<file path="src/verilog/smb_pkg.sv">
// Constants, state type and decode codes for the static memory port.
// Assumes a single 50 MHz clock; every time below becomes a cycle count.
// Function
// Two-way 16-bit data bus for reads, writes.
// Eight-bit bus width for memory and I/O.
// One shared data bus, one access at a time.
// Three I/O banks, one select each.
// Each I/O bank limited to 16 KB.
// Two memory banks, one select each.
// Configurable address ranges map to memory banks.
// Memory bank 0 selectable as boot source.
// Wait input low stretches the current access; the code ignores it for NAND accesses.
// Output enable low during memory, I/O reads.
// High byte write enable qualifies upper lane.
// Low write enable qualifies low lane, byte mode.
// Command latch high while command on bus.
// Address latch high while address on bus.
// Two NAND enables, only accessed one low.
// NAND bank 0 selectable as boot source.
// Read strobe fetches each NAND byte.
// 24-bit shared address bus.
// Write strobe latches each NAND byte.
// Wait for NAND ready before its access.
// All selects idle high; never two at once.
// Bus driven only on writes, else released.
package smb_pkg;
	localparam int unsigned CLK_PERIOD_NS = 20; // Clock period in ns.
	localparam int unsigned ADDR_W = 24; // Shared address width.
	localparam int unsigned DATA_W = 16; // Shared data width.
	localparam int unsigned IO_OFFS_W = 14; // Offset bits inside one I/O bank.
	localparam int unsigned SEL_W = 7; // Number of select lines.
	localparam int unsigned SEL_MEM0 = 0; // Memory bank 0 select index.
	localparam int unsigned SEL_MEM1 = 1; // Memory bank 1 select index.
	localparam int unsigned SEL_IO0 = 2; // I/O bank 0 select index.
	localparam int unsigned SEL_IO1 = 3; // I/O bank 1 select index.
	localparam int unsigned SEL_IO2 = 4; // I/O bank 2 select index.
	localparam int unsigned SEL_NAND0 = 5; // NAND bank 0 enable index.
	localparam int unsigned SEL_NAND1 = 6; // NAND bank 1 enable index.
	localparam int unsigned SETUP_NS = 20; // Select to strobe setup time.
	localparam int unsigned STROBE_NS = 60; // Least strobe width.
	localparam int unsigned HOLD_NS = 20; // Strobe release to deselect.
	localparam logic [3:0] SETUP_CYC = 4'((SETUP_NS + CLK_PERIOD_NS - 1) / CLK_PERIOD_NS);
	localparam logic [3:0] STROBE_CYC = 4'((STROBE_NS + CLK_PERIOD_NS - 1) / CLK_PERIOD_NS);
	localparam logic [3:0] HOLD_CYC = 4'((HOLD_NS + CLK_PERIOD_NS - 1) / CLK_PERIOD_NS);
	localparam logic [1:0] TGT_MEM = 2'h0; // Memory bank access.
	localparam logic [1:0] TGT_IO = 2'h1; // External I/O access.
	localparam logic [1:0] TGT_NAND = 2'h2; // NAND flash access.
	localparam logic [1:0] NOP_CMD = 2'h0; // NAND command byte.
	localparam logic [1:0] NOP_ADDR = 2'h1; // NAND address byte.
	localparam logic [1:0] NOP_DATA = 2'h2; // NAND data byte.
	localparam logic [ADDR_W-1:0] RST_ADDR = 24'h000000; // Address after reset.
	localparam logic [DATA_W-1:0] RST_DATA = 16'h0000; // Data after reset.
	typedef enum logic [2:0] {S_IDLE, S_NWAIT, S_SETUP, S_STROBE, S_HOLD} smb_state_e;
endpackage

</file>
<file path="src/verilog/smb_decode.sv">
// Address decoder turning a request into one select line, or an error flag.
// Assumes inputs are stable while the port samples them.
`timescale 1ns/10ps
`default_nettype none
module smb_decode
	import smb_pkg::*;
(
	input wire logic [1:0] target_in, // Kind of access.
	input wire logic [ADDR_W-1:0] addr_in, // Request address.
	input wire logic [3:0] split_in, // Top nibble where the upper range starts.
	input wire logic swap_in, // Swaps which bank serves which range.
	input wire logic boot_active_in, // Boot phase is running.
	input wire logic boot_nand_in, // Boot from NAND instead of memory.
	input wire logic nand_bank_in, // Requested NAND bank.
	output logic [SEL_W-1:0] sel_out, // One-hot select, active high.
	output logic bad_out // Request hits no bank.
);
	// Decodes the target and address into one select, or none with bad_out set.
	always_comb begin
		sel_out = '0;
		bad_out = 1'b0;
		case (target_in)
			TGT_MEM: begin
				// Range at or above the split goes to bank 1 unless swapped.
				if (boot_active_in && !boot_nand_in) begin
					sel_out[SEL_MEM0] = 1'b1;
				end else if ((addr_in[ADDR_W-1 -: 4] >= split_in) ^ swap_in) begin
					sel_out[SEL_MEM1] = 1'b1;
				end else begin
					sel_out[SEL_MEM0] = 1'b1;
				end
			end
			TGT_IO: begin
				// Two bits just above the 16 KB offset pick the bank.
				case (addr_in[IO_OFFS_W+1 -: 2])
					2'h0: sel_out[SEL_IO0] = 1'b1;
					2'h1: sel_out[SEL_IO1] = 1'b1;
					2'h2: sel_out[SEL_IO2] = 1'b1;
					default: bad_out = 1'b1;
				endcase
			end
			TGT_NAND: begin
				// Boot from NAND forces bank 0.
				if ((boot_active_in && boot_nand_in) || !nand_bank_in) begin
					sel_out[SEL_NAND0] = 1'b1;
				end else begin
					sel_out[SEL_NAND1] = 1'b1;
				end
			end
			default: bad_out = 1'b1;
		endcase
	end
endmodule
`default_nettype wire

</file>
<file path="src/verilog/smb_port.sv">
// Static memory, I/O and NAND bus port with one access engine.
// Assumes pins and user inputs are synchronous to clk_in.
`timescale 1ns/10ps
`default_nettype none
module smb_port
	import smb_pkg::*;
(
	input wire logic clk_in, // System clock.
	input wire logic rstn_in, // Asynchronous reset, active low.
	input wire logic req_in, // Access request, taken when idle.
	input wire logic write_in, // One for write, zero for read.
	input wire logic [1:0] target_in, // Memory, I/O or NAND.
	input wire logic [1:0] nand_op_in, // NAND command, address or data.
	input wire logic nand_bank_in, // NAND bank number.
	input wire logic [ADDR_W-1:0] addr_in, // Access address.
	input wire logic [DATA_W-1:0] wdata_in, // Write data.
	input wire logic [1:0] be_in, // Byte enables for 16-bit writes.
	input wire logic bus8_in, // Eight-bit bus mode.
	input wire logic [3:0] split_in, // Memory range split nibble.
	input wire logic swap_in, // Swap memory bank ranges.
	input wire logic boot_active_in, // Boot phase running.
	input wire logic boot_nand_in, // Boot source is NAND.
	output logic busy_out, // Engine busy.
	output logic ack_out, // One-cycle completion pulse.
	output logic err_out, // Completion was a decode error.
	output logic [DATA_W-1:0] rdata_out, // Read data.
	input wire logic [DATA_W-1:0] shared_data_bus_in, // Data bus level.
	output logic [DATA_W-1:0] shared_data_bus_out, // Data bus drive value.
	output logic shared_data_bus_oe_n_out, // Low while driving the bus.
	output logic [ADDR_W-1:0] shared_address_bus_out, // Address bus.
	output logic mem_bank0_select_n_out, // Memory bank 0 select.
	output logic mem_bank1_select_n_out, // Memory bank 1 select.
	output logic io_bank0_select_n_out, // I/O bank 0 select.
	output logic io_bank1_select_n_out, // I/O bank 1 select.
	output logic io_bank2_select_n_out, // I/O bank 2 select.
	input wire logic ext_wait_n_in, // External wait, active low.
	output logic ext_output_enable_n_out, // Read output enable.
	output logic low_byte_write_n_out, // Low lane write enable.
	output logic high_byte_write_n_out, // High lane write enable.
	output logic nand_cmd_latch_out, // NAND command latch enable.
	output logic nand_addr_latch_out, // NAND address latch enable.
	output logic nand_bank0_enable_n_out, // NAND bank 0 enable.
	output logic nand_bank1_enable_n_out, // NAND bank 1 enable.
	output logic nand_read_strobe_n_out, // NAND read strobe.
	output logic nand_write_strobe_n_out, // NAND write strobe.
	input wire logic [1:0] nand_ready_busy_n_in // NAND ready, low when busy.
);
	smb_state_e state, next_state; // Engine state.
	logic [3:0] cnt, next_cnt; // Phase cycle counter.
	logic wr, next_wr; // Latched direction.
	logic b8, next_b8; // Latched byte mode.
	logic [1:0] tgt, next_tgt; // Latched target.
	logic [1:0] op, next_op; // Latched NAND operation.
	logic [1:0] be, next_be; // Latched byte enables.
	logic [SEL_W-1:0] sel, next_sel; // Latched one-hot select.
	logic [SEL_W-1:0] sel_n, next_sel_n; // Select pins, active low.
	logic [ADDR_W-1:0] next_addr; // Next address bus value.
	logic [DATA_W-1:0] next_wdat; // Next data bus value.
	logic [DATA_W-1:0] next_rdata; // Next read data.
	logic next_ack, next_err, next_busy; // Next handshake outputs.
	logic next_doe_n, next_oe_n, next_lo_n, next_hi_n; // Next strobes.
	logic next_cle, next_ale, next_re_n, next_we_n; // Next NAND strobes.
	logic [SEL_W-1:0] dec_sel; // Decoded select for the request.
	logic dec_bad; // Request decodes to nothing.
	logic rb_ready; // Selected NAND bank is ready.
	logic active, strobe, mio; // Next-state helpers.

	// Decoder for the incoming request.
	smb_decode u_dec (
		.target_in(target_in),
		.addr_in(addr_in),
		.split_in(split_in),
		.swap_in(swap_in),
		.boot_active_in(boot_active_in),
		.boot_nand_in(boot_nand_in),
		.nand_bank_in(nand_bank_in),
		.sel_out(dec_sel),
		.bad_out(dec_bad)
	);

	// Ready line of the NAND bank that the latched access targets.
	assign rb_ready = sel[SEL_NAND1] ? nand_ready_busy_n_in[1] : nand_ready_busy_n_in[0];

	// Select pins come straight from the select flip-flops.
	assign mem_bank0_select_n_out = sel_n[SEL_MEM0];
	assign mem_bank1_select_n_out = sel_n[SEL_MEM1];
	assign io_bank0_select_n_out = sel_n[SEL_IO0];
	assign io_bank1_select_n_out = sel_n[SEL_IO1];
	assign io_bank2_select_n_out = sel_n[SEL_IO2];
	assign nand_bank0_enable_n_out = sel_n[SEL_NAND0];
	assign nand_bank1_enable_n_out = sel_n[SEL_NAND1];

	// Next-state logic of the engine and of every pin it drives.
	always_comb begin
		next_state = state;
		next_cnt = cnt;
		next_wr = wr;
		next_b8 = b8;
		next_tgt = tgt;
		next_op = op;
		next_be = be;
		next_sel = sel;
		next_addr = shared_address_bus_out;
		next_wdat = shared_data_bus_out;
		next_rdata = rdata_out;
		next_ack = 1'b0;
		next_err = 1'b0;
		case (state)
			S_IDLE: begin
				// Only an idle engine takes a request, so accesses never overlap.
				if (req_in) begin
					next_wr = write_in | ((target_in == TGT_NAND) && (nand_op_in != NOP_DATA));
					next_b8 = bus8_in;
					next_tgt = target_in;
					next_op = nand_op_in;
					next_sel = dec_sel;
					// I/O offsets are cut to the bank window.
					if (target_in == TGT_IO) begin
						next_addr = {{(ADDR_W - IO_OFFS_W){1'b0}}, addr_in[IO_OFFS_W-1:0]};
					end else begin
						next_addr = addr_in;
					end
					// Byte mode uses only the low lane.
					next_wdat = bus8_in ? {8'h00, wdata_in[7:0]} : wdata_in;
					next_be = bus8_in ? 2'b01 : be_in;
					if (dec_bad) begin
						// Unmapped requests finish at once with an error.
						next_sel = '0;
						next_ack = 1'b1;
						next_err = 1'b1;
					end else if (target_in == TGT_NAND) begin
						next_state = S_NWAIT;
					end else begin
						next_state = S_SETUP;
						next_cnt = SETUP_CYC;
					end
				end
			end
			S_NWAIT: begin
				// A busy NAND bank holds off the access.
				if (rb_ready) begin
					next_state = S_SETUP;
					next_cnt = SETUP_CYC;
				end
			end
			S_SETUP: begin
				// Select and latch lines settle before the strobe.
				if (cnt == 4'h1) begin
					next_state = S_STROBE;
					next_cnt = STROBE_CYC;
				end else begin
					next_cnt = cnt - 4'h1;
				end
			end
			S_STROBE: begin
				// The strobe lasts its count and then, for memory and I/O, as long as wait is low.
				if (cnt != 4'h1) begin
					next_cnt = cnt - 4'h1;
				end else if ((tgt == TGT_NAND) || ext_wait_n_in) begin
					if (!wr) begin
						next_rdata = b8 ? {8'h00, shared_data_bus_in[7:0]} : shared_data_bus_in;
					end
					next_state = S_HOLD;
					next_cnt = HOLD_CYC;
				end
			end
			S_HOLD: begin
				// Selects stay a little after the strobe rises.
				if (cnt == 4'h1) begin
					next_state = S_IDLE;
					next_ack = 1'b1;
				end else begin
					next_cnt = cnt - 4'h1;
				end
			end
			default: begin
				next_state = S_IDLE;
			end
		endcase
		// Pin values follow the next state so each pin is one flip-flop.
		active = (next_state == S_SETUP) || (next_state == S_STROBE) || (next_state == S_HOLD);
		strobe = (next_state == S_STROBE);
		mio = (next_tgt != TGT_NAND);
		next_busy = (next_state != S_IDLE);
		next_sel_n = ~(next_sel & {SEL_W{active}});
		next_doe_n = ~(active & next_wr);
		next_oe_n = ~(strobe & mio & ~next_wr);
		next_lo_n = ~(strobe & mio & next_wr & next_be[0]);
		next_hi_n = ~(strobe & mio & next_wr & next_be[1]);
		next_cle = active & ~mio & (next_op == NOP_CMD);
		next_ale = active & ~mio & (next_op == NOP_ADDR);
		next_re_n = ~(strobe & ~mio & ~next_wr);
		next_we_n = ~(strobe & ~mio & next_wr);
	end

	// Registers of the engine and of every output pin.
	always_ff @(posedge clk_in or negedge rstn_in) begin
		if (!rstn_in) begin
			state <= S_IDLE;
			cnt <= 4'h0;
			wr <= 1'b0;
			b8 <= 1'b0;
			tgt <= TGT_MEM;
			op <= NOP_CMD;
			be <= 2'h0;
			sel <= '0;
			sel_n <= '1;
			shared_address_bus_out <= RST_ADDR;
			shared_data_bus_out <= RST_DATA;
			rdata_out <= RST_DATA;
			busy_out <= 1'b0;
			ack_out <= 1'b0;
			err_out <= 1'b0;
			shared_data_bus_oe_n_out <= 1'b1;
			ext_output_enable_n_out <= 1'b1;
			low_byte_write_n_out <= 1'b1;
			high_byte_write_n_out <= 1'b1;
			nand_cmd_latch_out <= 1'b0;
			nand_addr_latch_out <= 1'b0;
			nand_read_strobe_n_out <= 1'b1;
			nand_write_strobe_n_out <= 1'b1;
		end else begin
			state <= next_state;
			cnt <= next_cnt;
			wr <= next_wr;
			b8 <= next_b8;
			tgt <= next_tgt;
			op <= next_op;
			be <= next_be;
			sel <= next_sel;
			sel_n <= next_sel_n;
			shared_address_bus_out <= next_addr;
			shared_data_bus_out <= next_wdat;
			rdata_out <= next_rdata;
			busy_out <= next_busy;
			ack_out <= next_ack;
			err_out <= next_err;
			shared_data_bus_oe_n_out <= next_doe_n;
			ext_output_enable_n_out <= next_oe_n;
			low_byte_write_n_out <= next_lo_n;
			high_byte_write_n_out <= next_hi_n;
			nand_cmd_latch_out <= next_cle;
			nand_addr_latch_out <= next_ale;
			nand_read_strobe_n_out <= next_re_n;
			nand_write_strobe_n_out <= next_we_n;
		end
	end
endmodule
`default_nettype wire
</file>
<file path="config.mk">
export PLATFORM = sky130hd
export DESIGN_NAME = smb_port
export DESIGN_NICKNAME = d
export VERILOG_FILES = /design/src/verilog/smb_pkg.sv /design/src/verilog/smb_decode.sv /design/src/verilog/smb_port.sv
export SDC_FILE = /design/constraint.sdc
export NUM_CORES = 1
export LEC_CHECK = 0
export ABC_AREA = 1
export BUFFER_PORTS_ARGS = -buffer_cell sky130_fd_sc_hd__buf_2
export CORE_MARGIN = 2
export CORE_UTILIZATION = 45
export DETAILED_ROUTE_END_ITERATION = 7
export PLACE_DENSITY = 0.74
export SLEW_MARGIN = 20
export SYNTH_ARGS = -nofsm -noshare
export SYNTH_HDL_FRONTEND = slang
export SYNTH_SLANG_ARGS = --single-unit
</file>
<file path="constraint.sdc">
create_clock -name clk_in -period 2.02 [get_ports clk_in]
set_input_delay 0.606 -clock clk_in [delete_from_list [all_inputs] [get_ports clk_in]]
set_output_delay 0.606 -clock clk_in [all_outputs]
set_load 0.05 [all_outputs]
</file>
==> flow_summary.toml <==
[power_and_ir_drop]
p_per_area_nw_per_um2 = 1731
power_leakage_nw = 2.924
peakVddDrop_mv = 0.9786

[yosys]
async_flop_share_pct = 100.0
post_synth.cell_area_avg_um2 = 9.222
synth_top_flop_cell = "dfrtp_1"
yosys-top-cells-area = "dfrtp_1 51%, nand2_1 17%, dfstp_2 8.3%"
synth-edff-count = 0
synth_warnings = 0
synth_top_area_cell = "dfrtp_1"
synth.cell_area_um2 = 4104
ys_ff_latch = 96
syn_inst = 445
yosysUniqueCellTypes = 36
synth_top_cell_area_share_pct = 50.61
syn_nets = 529
seq_area_frac_synth_pct = 58.93

[grt]
grt_overflow_total = 0
grt_max_degree = 37
first_global_vias = 3476
grt.total_usage_pct = 19.82
grt_pass1_wl_um = 15710
antenna_found_initial = 0

[sta]
hold_slack_ns = 0.1504
hold_viol_final = 0
slew_viol_final = 0
rsz0062_at_grt = "false"
slew_headroom_pct = 73.94
worstMarginPinSlew_ns = 0.3868
period_share_pct = 88.13
fin_skew_ns = 0.006918
setup_viol = 0
fmax_ghz = 0.5617
post-route-min-period_ns = 1.780
worst_slack_ns = 0.2398
setup_tns_ns = 0

[placed_design]
port-buffer-count = 151
post_dp_cell_area_um2 = 4985
dp_slack_ns = 0.1335
gp_congestion = 0.9590
dp_hpwl_um = 7137

[clock_network]
post_cts_buffers = 0
cts_tree = "built"
clock_latency_ns = 0.36
clkSinkCount = 96
clk_pin_slew_worst_paths_ns = 0.09
cts_resized = 0
cts_made_buffers = 9
clockBufferDepth = 2
htreeDepth = 3
ctsHoldBuffers = 0
clockRootBuffer = "clkbuf_8"

[final_layout]
multi_input_area_um2 = 1426
area_delta_synth_final_pct = 26.77
nFillCells = 754
fin_area_um2 = 5202
layout_commonest_cell = "nand2_1"
drive_above_1_share_pct = 35.08
regArea_um2 = 2419
antenna_cells = 0
utilization_pct = 59.37
layout.nets = 689
mostFrequentLayoutCells = "181 x nand2_1, 150 x buf_2, 83 x dfrtp_1"

[drt]
vias = 3531
via_per_inst = 4.918
ant_nets = 0
dr.pass1.iters = 5
wl_um = 9520
drc = 0
wl_per_cell_um = 13.26
drtIter0Drc = 180

[run]
cap_violations = 0

[critical_path]
crit_type = "flop to flop"
crit_arrival_ns = 2.05
worstPathRequired_ns = 2.29
critPathCaptureType = "flop"
path_max_fanout = 12
cp-start-kind = "flop"

[floorplan]
io_pins = 152
num_rows = 34
initial_utilization_pct = 46.83
die-area_um2 = 9899
dieWidth_um = 99.50
die_h_um = 99.50
core_area_um2 = 8763

[run_status]
status = "finished clean"

[min_path]
hold_class = "input pin to asynchronous set/reset pin"
## worst max-delay path, cell delays in order (launching register included)
cell and delay [ns]:
dfrtp_1 0.44, nor2_2 0.17, inv_2 0.08, nor2_4 0.11, nand2_2 0.15, buf_4 0.24
nor2_8 0.17, nand2_1 0.09, nand2_1 0.11, nand4_1 0.12
## path summary, 6_finish.rpt
| check | slack (ns) | endpoint | start | cells past startpoint |
|---|---|---|---|---|
| min in group clk_in | 0.43 | shared_address_bus_out[11]$_DFFE_PN0P_ | addr_in[11] | 3 |
| max | 0.24 | high_byte_write_n_out$_DFF_PN1_ | state[1]$_DFF_PN0_ | 9 |
| min | 0.15 | shared_data_bus_out[11]$_DFFE_PN0P_ | rstn_in | 1 |
| min reg2reg | 0.48 | rdata_out[1]$_DFFE_PN0P_ | rdata_out[1]$_DFFE_PN0P_ | 2 |
| max reg2reg | 0.24 | high_byte_write_n_out$_DFF_PN1_ | state[1]$_DFF_PN0_ | 9 |
| max in group asynchronous | 1.28 | low_byte_write_n_out$_DFF_PN1_ | rstn_in | 2 |
## sequential cells by signal (all words and copies together), names as in the netlist, 2 cells and up
register and cells:
sel 7, tgt 2, shared_data_bus_out 16, rdata_out 16, sel_n 7, be 2, shared_address_bus_out 24, op 2
cnt 4, state 3
## metal layers
| layer | global-route usage, % | share of wire (%) |
|---|---|---|
| met3 | 6.535 | 9.1 |
| met1 | 25.03 | 42 |
| met5 | 0 | 0 |
| met2 | 32.12 | 46 |
| met4 | 7.060 | 2.2 |
## synth_stat cells, types with 3 or more instances
| cell | instances |
|---|---|
| ha_1 | 6 |
| o21ai_1 | 11 |
| a21oi_1 | 5 |
| o21ai_0 | 12 |
| dfrtp_1 | 83 |
| dfstp_2 | 13 |
| nand3_1 | 20 |
| o31ai_1 | 3 |
| a22o_1 | 8 |
| inv_2 | 6 |
| nor2_1 | 14 |
| buf_2 | 3 |
| buf_4 | 5 |
| nand4_1 | 6 |
| inv_1 | 36 |
| nor2_4 | 3 |
| nand2_1 | 181 |
## power by group
part,leakage [nW],switching (mW),internal (mW),total [mW]
clock network,0.0929,0.672,0.577,1.25
registers,1.20,0.378,2.72,3.10
logic,1.63,3.53,1.13,4.66
## cells by family (layout without fill, tap and decap cells)
logic type / count (synthesis) / after routing / synth area share [%]
flops: 96 / 96 / 58.93
compound gates: 50 / 50 / 8.140
buf+inv: 56 / 221 / 6.311
fa+ha+maj: 6 / 6 / 1.829
xor+xnor: 2 / 2 / 0.4269
simple gates: 235 / 235 / 24.36
## area by class of cell
class	count	share of cell area, %
Clock inverter	6	1.299
Tap cell	108	2.597
Clock buffer	10	2.453
Timing Repair Buffer	162	16.64
Inverter	43	3.102
Sequential cell	96	46.49
Multi-Input combinational cell	293	27.42
## through the flow
stage / power [mW] / instances
after detailed placement: 7.784 / 699
after CTS: 9.065 / 715
after floorplan: 6.669 / 445
final: 9.005 / 718
after global placement: 7.666 / 699
after global routing: 9.548 / 718
Note: power is estimated with default switching activity, not from simulation.
